--- config.mk ---
export PLATFORM = sky130hd
export DESIGN_NAME = got_top
export DESIGN_NICKNAME = d
export VERILOG_FILES = /design/src/inc/got_pkg.sv /design/src/hdl/got_ratio_cmp.sv /design/src/hdl/got_tick.sv /design/src/hdl/got_top.sv
export SDC_FILE = /design/constraint.sdc
export NUM_CORES = 2
export LEC_CHECK = 0
export ABC_AREA = 1
export BUFFER_PORTS_ARGS = -buffer_cell sky130_fd_sc_hd__buf_2
export CORE_ASPECT_RATIO = 0.75
export CORE_MARGIN = 3
export CORE_UTILIZATION = 45
export DETAILED_ROUTE_END_ITERATION = 7
export SYNTH_ARGS = -nofsm -noshare
export SYNTH_HDL_FRONTEND = slang
export SYNTH_HIERARCHICAL = 1
export SYNTH_SLANG_ARGS = --single-unit
--- constraint.sdc ---
create_clock -name core_clk -period 10.3 [get_ports core_clk]
set_input_delay 1.545 -clock core_clk [delete_from_list [all_inputs] [get_ports core_clk]]
set_output_delay 1.545 -clock core_clk [all_outputs]
set_load 0.05 [all_outputs]
--- src/inc/got_pkg.sv ---
// Purpose: Shared constants and types of the ground overcurrent timer
// Assumes: 16-bit register port, millisecond timing base
// Notes: Curve equations live upstream; only base delays in ms enter here
package got_pkg;
  localparam int DW = 16;
  localparam int AW = 6;
  localparam int ACC_W = 32;
  // Register byte offsets
  localparam logic [AW-1:0] REG_CTRL = 6'h00;
  localparam logic [AW-1:0] REG_PICKUP = 6'h04;
  localparam logic [AW-1:0] REG_DEF_DLY = 6'h08;
  localparam logic [AW-1:0] REG_TCHAR = 6'h0C;
  localparam logic [AW-1:0] REG_RST_HOLD = 6'h10;
  localparam logic [AW-1:0] REG_HARM = 6'h14;
  localparam logic [AW-1:0] REG_NOMINAL = 6'h18;
  localparam logic [AW-1:0] REG_GLOBAL = 6'h1C;
  localparam logic [AW-1:0] REG_STATUS = 6'h20;
  localparam logic [AW-1:0] REG_EVENT = 6'h24;
  localparam logic [AW-1:0] REG_ACCUM = 6'h28;
  // Reset values
  localparam logic [DW-1:0] CTRL_RST = 16'h0000;
  localparam logic [DW-1:0] PICKUP_RST = 16'h0064;
  localparam logic [DW-1:0] DEF_DLY_RST = 16'h0064;
  localparam logic [DW-1:0] TCHAR_RST = 16'h0064;
  localparam logic [DW-1:0] RST_HOLD_RST = 16'h0000;
  localparam logic [DW-1:0] HARM_RST = 16'h000F;
  localparam logic [DW-1:0] NOMINAL_RST = 16'h0064;
  localparam logic [1:0] GLOBAL_RST = 2'h0;
  localparam int GBL_CUR_BIT = 0;
  localparam int GBL_VOLT_BIT = 1;
  // Scaling: multiplier in hundredths, ratio in percent, nominal limits in tenths
  localparam int TCHAR_DIV = 100;
  localparam int RATIO_SCALE = 100;
  localparam int LIM_PICKUP_X = 20;
  localparam int LIM_DER_X10 = 400;
  localparam int LIM_SEN_X10 = 250;
  localparam int LIM_SNS_X10 = 25;
  localparam int LIM_DIV = 10;
  // Timing
  localparam int CLK_NS = 20;
  localparam int MS_NS = 1000000;
  localparam int TICK_CYC = MS_NS / CLK_NS;
  localparam real LOG_MINIMUM_DELAY_S = 0.02;
  localparam int LOG_MINIMUM_DELAY_MS = int'(LOG_MINIMUM_DELAY_S * 1000.0);
  typedef enum logic [1:0] {MODE_NONDIR, MODE_FWD, MODE_REV} got_mode_t;
  typedef enum logic [1:0] {SRC_DERIVED, SRC_SENSED, SRC_SENSITIVE} got_src_t;
  typedef enum logic [1:0] {RST_INST, RST_DEF, RST_INV} got_rst_t;
  typedef enum logic [3:0] {
    CRV_DEFINITE, CRV_IEC_NORMAL, CRV_IEC_VERY, CRV_IEC_LONG,
    CRV_IEC_EXTREME, CRV_ANSI_MODERATE, CRV_ANSI_VERY, CRV_ANSI_EXTREME,
    CRV_R_INVERSE, CRV_LOGARITHMIC, CRV_THERM_FLAT, CRV_THERM_IT,
    CRV_THERM_I2T, CRV_THERM_I4T
  } got_curve_t;
  typedef struct packed {
    logic [2:0] spare;
    logic inrush_en;
    logic three_phase;
    got_src_t src;
    logic rms;
    got_rst_t rst_mode;
    got_curve_t curve;
    got_mode_t mode;
  } got_ctrl_t;
  typedef struct packed {
    logic [DW-1:0] fund;
    logic [DW-1:0] rms;
  } got_meas_t;
  typedef struct packed {
    logic fwd;
    logic rev;
  } got_dir_t;
  typedef struct packed {
    logic [DW-1:0] h1;
    logic [DW-1:0] h2;
  } got_harm_t;
  typedef struct packed {
    logic [8:0] spare;
    logic evt;
    logic all_blk;
    logic [2:0] blk;
    logic trip;
    logic pickup;
  } got_status_t;
endpackage

--- src/hdl/got_ratio_cmp.sv ---
// Purpose: Second to first harmonic ratio test for one phase
// Assumes: Magnitudes from upstream on core_clk
// Notes: Products are 32 bits so no ratio setting can overflow
`timescale 1ns/1ps
`default_nettype none
module got_ratio_cmp (
  // Phase harmonics
  input wire got_pkg::got_harm_t harm,
  // Settings
  input wire logic [got_pkg::DW-1:0] ratio_pct,
  input wire logic enable,
  // Result
  output logic over
);
  logic [31:0] lhs;
  logic [31:0] rhs;
  // Cross-multiplied to avoid a divider
  assign lhs = 32'(harm.h2) * 32'(got_pkg::RATIO_SCALE);
  assign rhs = 32'(harm.h1) * 32'(ratio_pct);
  assign over = enable && (lhs > rhs);
endmodule
`default_nettype wire

--- src/hdl/got_tick.sv ---
// Purpose: Millisecond tick from the core clock
// Assumes: CYC of at least two
// Notes: Tick is a one-cycle pulse
`timescale 1ns/1ps
`default_nettype none
module got_tick #(
  parameter int CYC = got_pkg::TICK_CYC
) (
  // Clock and reset
  input wire logic core_clk,
  input wire logic rst_n,
  // Tick
  output logic tick
);
  logic [31:0] cnt_q;
  // Free running divider
  always_ff @(posedge core_clk or negedge rst_n) begin
    if (!rst_n) begin
      cnt_q <= 32'h0;
      tick <= 1'b0;
    end else begin
      tick <= (cnt_q == 32'(CYC - 1));
      if (cnt_q == 32'(CYC - 1)) begin
        cnt_q <= 32'h0;
      end else begin
        cnt_q <= cnt_q + 32'h1;
      end
    end
  end
endmodule
`default_nettype wire

--- src/hdl/got_top.sv ---
// Purpose: Ground overcurrent trip timer with inrush blocking
// Assumes: Curve evaluator upstream returns base delays in ms
// Notes: Accumulated time counts in milliseconds
//
// The address map and strobed register access were chosen for this implementation.
`timescale 1ns/1ps
`default_nettype none
// Notes on behaviour
// - Block when harmonic ratio exceeds threshold
// - Per-phase mode gives one block per phase
// - Three-phase mode gives one common block
// - Blocking logs a stage blocked event
// - Non-directional ignores all direction data
// - Mode non-directional, forward or reverse
// - Global direction sources apply to all
// - Derived source uses derived current, control
// - Sensed source uses sensed current, control
// - Sensitive input, sensed polarizing control
// - Fundamental or true RMS per setting
// - Fourteen selectable curves
// - Timing starts above pickup threshold
// - Definite curve resets with zero delay
// - Logarithmic: instantaneous or definite reset only
// - Other curves add inverse-time reset
// - Instantaneous reset clears timing within two cycles
// - Definite reset holds then clears
// - Non-definite delays scaled by time multiplier
// - Non-thermal delay never below minimum delay
// - Current limit is smaller of pickup bound and source nominal bound
// - Minimum delay at limit; logarithmic fixed 20 ms
// - Definite curve uses fixed delay setting
module got_top #(
  parameter int TICK_CYC = got_pkg::TICK_CYC
) (
  // Clock and reset
  input wire logic core_clk,
  input wire logic nrst,
  // Register port
  input wire logic [got_pkg::AW-1:0] reg_addr,
  input wire logic [got_pkg::DW-1:0] reg_wdata,
  input wire logic reg_wr,
  input wire logic reg_rd,
  output logic [got_pkg::DW-1:0] reg_rdata,
  // Residual current magnitudes
  input wire got_pkg::got_meas_t derived_residual_current,
  input wire got_pkg::got_meas_t sensed_residual_current,
  input wire got_pkg::got_meas_t sensitive_residual_current,
  // Direction results per polarizing control
  input wire got_pkg::got_dir_t derived_dir,
  input wire got_pkg::got_dir_t sensed_dir,
  // Phase harmonics, index 0 is phase a
  input wire got_pkg::got_harm_t [2:0] phase_harm,
  // Curve evaluator
  input wire logic [got_pkg::DW-1:0] curve_trip_ms,
  input wire logic [got_pkg::DW-1:0] curve_reset_ms,
  output logic [got_pkg::DW-1:0] eval_current,
  // Direction unit setup
  output logic direction_current_calc,
  output logic direction_voltage_source,
  output logic polarizing_sensed,
  // Element outputs
  output logic pickup,
  output logic trip,
  output logic phase_a_inrush_blocked,
  output logic phase_b_inrush_blocked,
  output logic phase_c_inrush_blocked,
  output logic all_phase_inrush_blocked,
  output logic block_event
);
  typedef enum logic [1:0] {ST_IDLE, ST_RUN, ST_HOLD} got_st_t;

  logic rst_meta_q;
  logic rst_n_q;
  logic tick;
  got_pkg::got_ctrl_t ctrl_q;
  logic [got_pkg::DW-1:0] pickup_q;
  logic [got_pkg::DW-1:0] def_dly_q;
  logic [got_pkg::DW-1:0] tchar_q;
  logic [got_pkg::DW-1:0] hold_q;
  logic [got_pkg::DW-1:0] harm_q;
  logic [got_pkg::DW-1:0] nominal_q;
  logic [1:0] global_q;
  logic evt_q;
  logic [got_pkg::DW-1:0] rdata_q;
  logic [2:0] ph_over;
  logic [2:0] blk_ph_q;
  logic blk_all_q;
  logic blk_any;
  logic blk_prev_q;
  logic blk_evt_q;
  logic [got_pkg::DW-1:0] op_cur;
  got_pkg::got_dir_t dir_sel;
  logic dir_ok;
  logic over;
  logic definite_time_curve;
  logic logc;
  logic thermal;
  logic [31:0] lim_pick;
  logic [31:0] lim_nom;
  logic [31:0] cur_lim;
  logic [got_pkg::DW-1:0] eval_q;
  logic [31:0] trip_scaled;
  logic [31:0] reset_scaled;
  logic [got_pkg::ACC_W-1:0] eff_delay;
  logic [got_pkg::ACC_W-1:0] hold_lim;
  got_st_t st_q;
  got_st_t st_d;
  logic [got_pkg::ACC_W-1:0] acc_q;
  logic [got_pkg::ACC_W-1:0] hold_cnt_q;
  logic pickup_q2;
  logic trip_q;
  logic [2:0] dir_out_q;
  got_pkg::got_status_t status;

  // Reset release through two flops; assertion stays asynchronous
  always_ff @(posedge core_clk or negedge nrst) begin
    if (!nrst) begin
      rst_meta_q <= 1'b0;
      rst_n_q <= 1'b0;
    end else begin
      rst_meta_q <= 1'b1;
      rst_n_q <= rst_meta_q;
    end
  end

  got_tick #(
    .CYC(TICK_CYC)
  ) u_tick (
    .core_clk(core_clk),
    .rst_n(rst_n_q),
    .tick(tick)
  );

  // Settings registers
  always_ff @(posedge core_clk or negedge rst_n_q) begin
    if (!rst_n_q) begin
      ctrl_q <= got_pkg::got_ctrl_t'(got_pkg::CTRL_RST);
      pickup_q <= got_pkg::PICKUP_RST;
      def_dly_q <= got_pkg::DEF_DLY_RST;
      tchar_q <= got_pkg::TCHAR_RST;
      hold_q <= got_pkg::RST_HOLD_RST;
      harm_q <= got_pkg::HARM_RST;
      nominal_q <= got_pkg::NOMINAL_RST;
      global_q <= got_pkg::GLOBAL_RST;
    end else if (reg_wr) begin
      case (reg_addr)
        got_pkg::REG_CTRL: ctrl_q <= got_pkg::got_ctrl_t'(reg_wdata);
        got_pkg::REG_PICKUP: pickup_q <= reg_wdata;
        got_pkg::REG_DEF_DLY: def_dly_q <= reg_wdata;
        got_pkg::REG_TCHAR: tchar_q <= reg_wdata;
        got_pkg::REG_RST_HOLD: hold_q <= reg_wdata;
        got_pkg::REG_HARM: harm_q <= reg_wdata;
        got_pkg::REG_NOMINAL: nominal_q <= reg_wdata;
        got_pkg::REG_GLOBAL: global_q <= reg_wdata[1:0];
        default: ;
      endcase
    end
  end

  // Sticky blocked event; a new event beats a same-cycle clear
  always_ff @(posedge core_clk or negedge rst_n_q) begin
    if (!rst_n_q) begin
      evt_q <= 1'b0;
    end else if (blk_any && !blk_prev_q) begin
      evt_q <= 1'b1;
    end else if (reg_wr && reg_addr == got_pkg::REG_EVENT && reg_wdata[0]) begin
      evt_q <= 1'b0;
    end
  end

  assign status = '{spare: '0, evt: evt_q, all_blk: blk_all_q,
                    blk: blk_ph_q, trip: trip_q, pickup: pickup_q2};

  // Read data valid only in the cycle after the strobe
  always_ff @(posedge core_clk or negedge rst_n_q) begin
    if (!rst_n_q) begin
      rdata_q <= '0;
    end else if (!reg_rd) begin
      rdata_q <= '0;
    end else begin
      case (reg_addr)
        got_pkg::REG_CTRL: rdata_q <= ctrl_q;
        got_pkg::REG_PICKUP: rdata_q <= pickup_q;
        got_pkg::REG_DEF_DLY: rdata_q <= def_dly_q;
        got_pkg::REG_TCHAR: rdata_q <= tchar_q;
        got_pkg::REG_RST_HOLD: rdata_q <= hold_q;
        got_pkg::REG_HARM: rdata_q <= harm_q;
        got_pkg::REG_NOMINAL: rdata_q <= nominal_q;
        got_pkg::REG_GLOBAL: rdata_q <= {14'h0, global_q};
        got_pkg::REG_STATUS: rdata_q <= status;
        got_pkg::REG_EVENT: rdata_q <= {15'h0, evt_q};
        got_pkg::REG_ACCUM: rdata_q <= acc_q[got_pkg::DW-1:0];
        default: rdata_q <= '0;
      endcase
    end
  end

  // One ratio test per phase
  for (genvar p = 0; p < 3; p++) begin : g_ph
    got_ratio_cmp u_cmp (
      .harm(phase_harm[p]),
      .ratio_pct(harm_q),
      .enable(ctrl_q.inrush_en),
      .over(ph_over[p])
    );
  end

  // Blocking outputs by mode
  always_ff @(posedge core_clk or negedge rst_n_q) begin
    if (!rst_n_q) begin
      blk_ph_q <= 3'h0;
      blk_all_q <= 1'b0;
      blk_prev_q <= 1'b0;
      blk_evt_q <= 1'b0;
    end else begin
      blk_ph_q <= ctrl_q.three_phase ? 3'h0 : ph_over;
      blk_all_q <= ctrl_q.three_phase && (|ph_over);
      blk_prev_q <= blk_any;
      blk_evt_q <= blk_any && !blk_prev_q;
    end
  end
  // Any phase block holds off the residual element
  assign blk_any = blk_all_q || (|blk_ph_q);

  // Operating quantity and direction by source
  always_comb begin
    case (ctrl_q.src)
      got_pkg::SRC_DERIVED: begin
        op_cur = ctrl_q.rms ? derived_residual_current.rms
                            : derived_residual_current.fund;
        dir_sel = derived_dir;
      end
      got_pkg::SRC_SENSED: begin
        op_cur = ctrl_q.rms ? sensed_residual_current.rms
                            : sensed_residual_current.fund;
        dir_sel = sensed_dir;
      end
      default: begin
        op_cur = ctrl_q.rms ? sensitive_residual_current.rms
                            : sensitive_residual_current.fund;
        dir_sel = sensed_dir;
      end
    endcase
  end

  // Direction test per element mode
  always_comb begin
    case (ctrl_q.mode)
      got_pkg::MODE_FWD: dir_ok = dir_sel.fwd;
      got_pkg::MODE_REV: dir_ok = dir_sel.rev;
      default: dir_ok = 1'b1;
    endcase
  end
  assign over = (op_cur > pickup_q) && dir_ok;

  // Curve class
  assign definite_time_curve = ctrl_q.curve == got_pkg::CRV_DEFINITE;
  assign logc = ctrl_q.curve == got_pkg::CRV_LOGARITHMIC;
  assign thermal = ctrl_q.curve >= got_pkg::CRV_THERM_FLAT;

  // Current limit: smallest of pickup bound and source nominal bound
  assign lim_pick = 32'(pickup_q) * 32'(got_pkg::LIM_PICKUP_X);
  always_comb begin
    case (ctrl_q.src)
      got_pkg::SRC_DERIVED:
        lim_nom = 32'(nominal_q) * 32'(got_pkg::LIM_DER_X10);
      got_pkg::SRC_SENSED:
        lim_nom = 32'(nominal_q) * 32'(got_pkg::LIM_SEN_X10);
      default:
        lim_nom = 32'(nominal_q) * 32'(got_pkg::LIM_SNS_X10);
    endcase
  end
  assign cur_lim = (lim_pick < lim_nom / 32'(got_pkg::LIM_DIV)) ?
                   lim_pick : lim_nom / 32'(got_pkg::LIM_DIV);

  // Curve is evaluated at the clamped current, so its delay at the
  // limit becomes the floor; thermal curves see the true current
  always_ff @(posedge core_clk or negedge rst_n_q) begin
    if (!rst_n_q) begin
      eval_q <= '0;
    end else if (thermal || 32'(op_cur) <= cur_lim) begin
      eval_q <= op_cur;
    end else begin
      eval_q <= cur_lim[got_pkg::DW-1:0];
    end
  end

  // Multiplier scaling of the base curve delays
  assign trip_scaled = 32'(curve_trip_ms) * 32'(tchar_q)
                       / 32'(got_pkg::TCHAR_DIV);
  assign reset_scaled = 32'(curve_reset_ms) * 32'(tchar_q)
                        / 32'(got_pkg::TCHAR_DIV);

  // Effective trip delay
  always_comb begin
    if (definite_time_curve) begin
      eff_delay = 32'(def_dly_q);
    end else if (logc && trip_scaled < 32'(got_pkg::LOG_MINIMUM_DELAY_MS)) begin
      eff_delay = 32'(got_pkg::LOG_MINIMUM_DELAY_MS);
    end else begin
      eff_delay = trip_scaled;
    end
  end

  // Reset hold length; inverse reset is refused for logarithmic
  assign hold_lim = (ctrl_q.rst_mode == got_pkg::RST_INV && !logc) ?
                    reset_scaled : 32'(hold_q);

  // Timer state
  always_comb begin
    st_d = st_q;
    case (st_q)
      ST_IDLE: begin
        if (over) begin
          st_d = ST_RUN;
        end
      end
      ST_RUN: begin
        if (!over) begin
          if (definite_time_curve || ctrl_q.rst_mode == got_pkg::RST_INST) begin
            st_d = ST_IDLE;
          end else begin
            st_d = ST_HOLD;
          end
        end
      end
      ST_HOLD: begin
        if (over) begin
          st_d = ST_RUN;
        end else if (hold_cnt_q >= hold_lim) begin
          st_d = ST_IDLE;
        end
      end
      default: st_d = ST_IDLE;
    endcase
  end

  always_ff @(posedge core_clk or negedge rst_n_q) begin
    if (!rst_n_q) begin
      st_q <= ST_IDLE;
    end else begin
      st_q <= st_d;
    end
  end

  // Accumulated trip time, saturating
  always_ff @(posedge core_clk or negedge rst_n_q) begin
    if (!rst_n_q) begin
      acc_q <= '0;
    end else if (st_d == ST_IDLE) begin
      acc_q <= '0;
    end else if (over && tick && acc_q != '1) begin
      acc_q <= acc_q + 32'h1;
    end
  end

  // Reset hold counter
  always_ff @(posedge core_clk or negedge rst_n_q) begin
    if (!rst_n_q) begin
      hold_cnt_q <= '0;
    end else if (st_q != ST_HOLD || over) begin
      hold_cnt_q <= '0;
    end else if (tick && hold_cnt_q != '1) begin
      hold_cnt_q <= hold_cnt_q + 32'h1;
    end
  end

  // Element outputs
  always_ff @(posedge core_clk or negedge rst_n_q) begin
    if (!rst_n_q) begin
      pickup_q2 <= 1'b0;
      trip_q <= 1'b0;
      dir_out_q <= 3'h0;
    end else begin
      pickup_q2 <= over;
      trip_q <= over && st_q == ST_RUN && acc_q >= eff_delay
                && !blk_any;
      dir_out_q <= {ctrl_q.src != got_pkg::SRC_DERIVED,
                    global_q[got_pkg::GBL_VOLT_BIT],
                    global_q[got_pkg::GBL_CUR_BIT]};
    end
  end

  assign reg_rdata = rdata_q;
  assign eval_current = eval_q;
  assign direction_current_calc = dir_out_q[0];
  assign direction_voltage_source = dir_out_q[1];
  assign polarizing_sensed = dir_out_q[2];
  assign pickup = pickup_q2;
  assign trip = trip_q;
  assign phase_a_inrush_blocked = blk_ph_q[0];
  assign phase_b_inrush_blocked = blk_ph_q[1];
  assign phase_c_inrush_blocked = blk_ph_q[2];
  assign all_phase_inrush_blocked = blk_all_q;
  assign block_event = blk_evt_q;
endmodule
`default_nettype wire

After elaboration in Yosys (flattened, before gate mapping)
Index checks and enable logic that the tools add are counted.
W data, S select, Z words.
- add/subtract/negate cells: 3
- $mul: 12
- div/mod/pow operators: 3
- magnitude comparators: 10
- eq/ne operators: 21
- shifts and indexed selects: 0
- mux-type cells: 28
- bitwise gates (word level): 0
- reduce and logical (&&, ||, !) cells: 43
- operators by type and width (cell ; number):
    $mux W32 ; 9
    $pmux W16 S11 ; 1
    $mul A16 B16 Y32 ; 5
    $mul A16 B5 Y21 const B ; 5
    $add A32 B1 Y32 const B ; 3
    $gt A23 B32 Y1 ; 3
    $mux W16 ; 5
    $div A32 B7 Y32 const B ; 2
    $ge A32 B32 Y1 ; 2
    $ne A32 B32 Y1 const B ; 2
    $pmux W25 S2 ; 1
    $div A32 B4 Y32 const B ; 1
    $eq A32 B16 Y1 const B ; 1
    $le A16 B32 Y1 ; 1
    $lt A21 B32 Y1 ; 1
    $lt A32 B5 Y1 const B ; 1
    $pmux W16 S2 ; 1
    $eq A6 B5 Y1 const B ; 4
    $mul A16 B7 Y23 const B ; 1
    $mul A16 B3 Y19 const B ; 1
    $eq A6 B6 Y1 const B ; 3
    $gt A16 B16 Y1 ; 1
    $logic_and A1 B1 Y1 ; 16
    $reduce_and A2 Y1 ; 8
    19 further kinds ; 42
- bits in registers: 259
- bits in latches: 0
- RAM bits: 0
- memory bits (read-only): 0
- input port bits: 254
- output and inout port bits: 42
- logic and storage cells: 152
- memories: 0

Longest topological paths before layout
- word-level depth: 10
- mapped depth: 194
- mapped depth without buffers: 192

Cells and area by module
The synthesis kept the hierarchy.
- by module, submodules not included (module ; times used ; cells an instance ; area each (µm²) ; seq. area each (µm²)):
    got_top ; 1 ; 6803 ; 48223.8 ; 5675.4
    got_ratio_cmp ; 3 ; 1641 ; 11517.3 ; 0.0
    got_tick ; 1 ; 287 ; 1983.2 ; 825.8

Worst setup path after synthesis
Ideal clock, no wire load.
- path type: input port to flip-flop
- from: input port curve_reset_ms[10] in the netlist's numbering
- to: register acc_q[30] in the netlist's numbering
- library setup time: 0.123 ns
- arrival: 20.826 ns
- required time: 10.177 ns
- path slack: -10.649 ns
- cell stages on the path: 171
- path buffers: 2
- path through: clkbuf_1 clkbuf_1 nand2_1 fa_1 inv_1 fa_1 inv_1 fa_1 inv_1 fa_1 fa_1 inv_1 fa_1 inv_1 ha_1 nand2_1 nor2_1 nand3_1 [135 not listed] nand2_1 nand3_1 nor2_1 inv_1 nor2_1 inv_1 nor3_1 inv_1 nor2_1 inv_1 nor2_1 inv_1 nor2_1 nand2_1 nor4_1 nand3_1 o21ai_0 a21oi_1
- longest elaborated chain between the ends: 9
- elaborated cells on any way between the ends: 10
- those cells by class: mul: 1; div: 1; order compare: 1; mux: 5; reduce/logical: 2
- RTL lines (what ; RTL line ; RTL):
    start, declared ; got_top.sv:55 ; input wire logic [got_pkg::DW-1:0] curve_reset_ms,
    $mul A16 B16 Y32 * ; got_top.sv:291 ; assign reset_scaled = 32'(curve_reset_ms) * 32'(tchar_q)
    $div A32 B7 Y32 * ; got_top.sv:292 ; / 32'(got_pkg::TCHAR_DIV);
    $mux W32 * ; got_top.sv:306 ; assign hold_lim = (ctrl_q.rst_mode == got_pkg::RST_INV && !logc) ?
    $ge A32 B32 Y1 * ; got_top.sv:330 ; end else if (hold_cnt_q >= hold_lim) begin
    $mux W2 * ; got_top.sv:330 ;
    $mux W2 * ; got_top.sv:328 ; if (over) begin
    $pmux W2 S3 * ; got_top.sv:312 ; case (st_q)
    net st_d[1] ; got_top.sv:107 ; got_st_t st_d;
    $logic_not A2 Y1 * ; got_top.sv:350 ; end else if (st_d == ST_IDLE) begin
    $mux W32 or $reduce_bool A2 Y1 (tied branches) ; -- ;
    end signal, assigned ; got_top.sv:353 ; acc_q <= acc_q + 32'h1;
    end, declared ; got_top.sv:108 ; logic [got_pkg::ACC_W-1:0] acc_q;
The timed path passes the listed nets; every way through them passes the cells marked *.
A chain may end at the register's enable or synchronous reset.

Final worst setup path
- from: input port curve_reset_ms[8] in the netlist's numbering
- to: register acc_q[29] in the netlist's numbering
The elaborated chain is that of the path after synthesis.

==> summary.md <==
| Metric | Value |
|---|---|
| Run status | finished, violations left |
| Violated checks | setup timing |
| Most frequent cell after synthesis | nand2_1 |
| Chip width | 507 µm |
| Final wirelength | 267 mm |
| Max_cap viols | 0 |
| Drt pass-1 iters | 8 |
| Worst Max-Slew Pin Slew | 1.18 ns |
| Ys Warns | 6 |
| Fin. Hold Viols | 0 |
| CTS Buf Count | 24 |
| CP Capture Type | flip-flop |
| DR iter-0 viols | 5,626 |
| Routed len/inst | 17.0 µm |
| Fraction of layout cells with a size suffix above 1 | 0.216 |
| Number of global-route vias before repair | 79,000 |
| Post-synth top area cell | fa_1 |
| # IOs | 296 |
| Seq/Total Area, Yosys | 0.0767 |
| Crit path top cell by count | nand2_4 |
| Crit path time final | 21.20 ns |
| Commonest cells in the netlist | nand2_1, inv_1, fa_1 |
| RSZ-0062 raised after global routing | true |
| Final WS setup | -10.90 ns |
| CTS tree | done |
| Post-synth ARST share | 1.00 |
| Register area | 6520 µm² |
| Hold Path Class | flip-flop to async pin |
| Post-synth EDFFs | 0 |
| Flop2flop setup slack | -10.44 ns |
| Routability cong. | 0.982 |
| Ys flop type | dfrtp_1 |
| Inst Count DP | 15,500 |
| Reg2Reg Depth | 173 |
| Worst skew pair latency | 0.60 ns |
| Grt total ovfl | 0 |
| Synth-to-Final Area Change | 19.4% |
| Worst flop-to-flop path endpoint | acc_q[29] |
| Synthesized area | 84,800 µm² |
| Drt drc | 0 |
| Final Net Count | 15,400 |
| HPWL Detailed | 225 mm |
| Via-to-Cell Ratio | 5.06 |
| Area occupied by multi-input gates | 68,400 µm² |
| Final period util | 2.06 |
| Sink Count | 259 |
| Via count | 79,300 |
| Fmax | 47.2 MHz |
| Critical path data arrival time | 21.65 ns |
| Worst-path clk slew | 0.08 ns |
| Final Setup Violations | 50 |
| Type of origin of the critical path | input port |
| CP Data Required Time | 10.76 ns |
| Core box area | 186,000 µm² |
| Routed Antenna Nets | 0 |
| Fillcell total | 18,200 |
| R2r startpoint | tchar_q[6] |
| Synth unique cells | 93 |
| Root Driver | clkbuf_16 |
| Slowest stage delay, CP | 0.58 ns |
| Number of port buffers | 295 |
| Post-synth top area share | 0.252 |
| CTS Buffer Depth | 3 |
| Slew Limit Fails | 0 |
| Synth Area per Inst | 7.06 µm² |
| Critical path class | input port to flip-flop |
| Initial core utilization | 0.454 |
| Critical path peak fanout | 13 |
| First-pass GRT wire length | 428 mm |
| Slew Limit Headroom | 0.214 |
| Post-Syn Nets | 14,300 |
| Final setup skew | 0.0387 ns |
| H-tree lvl count | 1 |
| Tot GR Track Use | 0.274 |
| Die Ht | 382 µm |
| Non-Filler Instances | 15,700 |
| Initial antenna violation count | 18 |
| Post-CTS Hold Buffers | 0 |
| Largest net degree at the start of global routing | 77 |
| Ranking of synthesized cells by area | fa_1, ha_1, nand2_1, inv_1, dfrtp_1 |
| Cells after synthesis | 12,000 |
| Slowest library cell on the worst path | fa_1 |
| Rows | 137 |
| Yosys reg bits | 259 |
| Total die area | 194,000 µm² |
-- through the flow --
stage	hold WS, ns	util	cell area, µm²	setup WS [ns]	setup TNS (ns)
4_1_cts	0.289	0.539	100000	-10.49	-440.93
3_5_place_dp	0.290	0.522	97400	-11.60	-480.89
6_report	0.275	0.543	101000	-10.90	-457.82
2_1_floorplan	0.331	-	86400	-9.66	-381.02
3_3_place_gp	0.287	0.522	97400	-10.89	-451.23
5_1_grt	0.309	0.543	101000	-12.30	-531.70
-- how the worst max path moves through the flow --
stage / depth (start not counted) / slack, ns / end / from
final: 174 / -10.90 / acc_q[29] / curve_reset_ms[8]
after global routing: 174 / -12.30 / acc_q[29] / curve_reset_ms[8]
after CTS: 178 / -10.49 / acc_q[29] / curve_reset_ms[12]
after detailed placement: 170 / -11.60 / acc_q[29] / curve_reset_ms[7]
after global placement: 170 / -10.89 / acc_q[29] / curve_reset_ms[7]
after floorplan: 179 / -9.66 / acc_q[29] / curve_reset_ms[10]
-- layout make-up --
cell class	instances	area share
diodes	5	0.000124
clock buffers	33	0.00687
clock inverters	11	0.00171
inverters	2970	0.111
multi-input cells	8396	0.676
flip-flops and latches	259	0.0644
well taps	2502	0.0309
repair buffers	1504	0.109
-- timing repair --
item                       in CTS  in global routing
buffers inserted              106                 24
pin swaps                     236                 57
setup endpoints to repair      50                 50
gates resized for setup       342                117
-- layout by cell type (no fill, tap or decap), types with 229 or more instances in the layout --
cell type  Yosys  layout
nor2_1       480     445
ha_1         966     936
inv_1       2844    2808
fa_1        1069    1052
buf_4          5    1166
a21oi_1      334     306
dfrtp_1      243     229
buf_2          4     271
nand2_2      353     339
nand3_1      499     439
nand2_1     3180    3073
-- critical path, delay by kind of cell --
kind            cells  cell delay [ns]
xor+xnor            1             0.25
buf+inv            18             1.62
compound gates     11             1.73
fa+ha+maj           8             3.56
simple gates      136            12.80
-- sequential cells by signal, summed over array words and instances (netlist names), 2 cells and up --
name / cells
u_tick/cnt_q: 32
blk_ph_q: 3
def_dly_q: 16
nominal_q: 16
st_q: 2
pickup_q: 16
hold_cnt_q: 32
global_q: 2
hold_q: 16
acc_q: 32
reg_rdata: 16
dir_out_q: 3
tchar_q: 16
ctrl_q: 16
harm_q: 16
eval_current: 16
-- cells by family (layout without fill, tap and decap cells) --
logic type / after synthesis / in the layout / synth area share
simple gates: 5103 / 5103 / 0.279
buf+inv: 3358 / 4518 / 0.150
fa+ha+maj: 2035 / 2035 / 0.395
compound gates: 984 / 984 / 0.0696
xor+xnor: 271 / 271 / 0.0294
flops: 259 / 259 / 0.0767
mux: 2 / 2 / 0.000236
other cells: 1 / 6 / 0.0000442
-- per-layer routing --
layer	GRT usage	part of all wire	vias to the layer above	wire (µm)
li1	-	-	38500	-
met1	0.405	0.47	38300	127000
met2	0.424	0.43	2240	115000
met3	0.0407	0.070	294	18700
met4	0.0549	0.023	4	6240
met5	0	0.000064	-	17
Power is not shown: default switching activity piles up to over one toggle a cycle in this logic, so the estimate is an artifact.
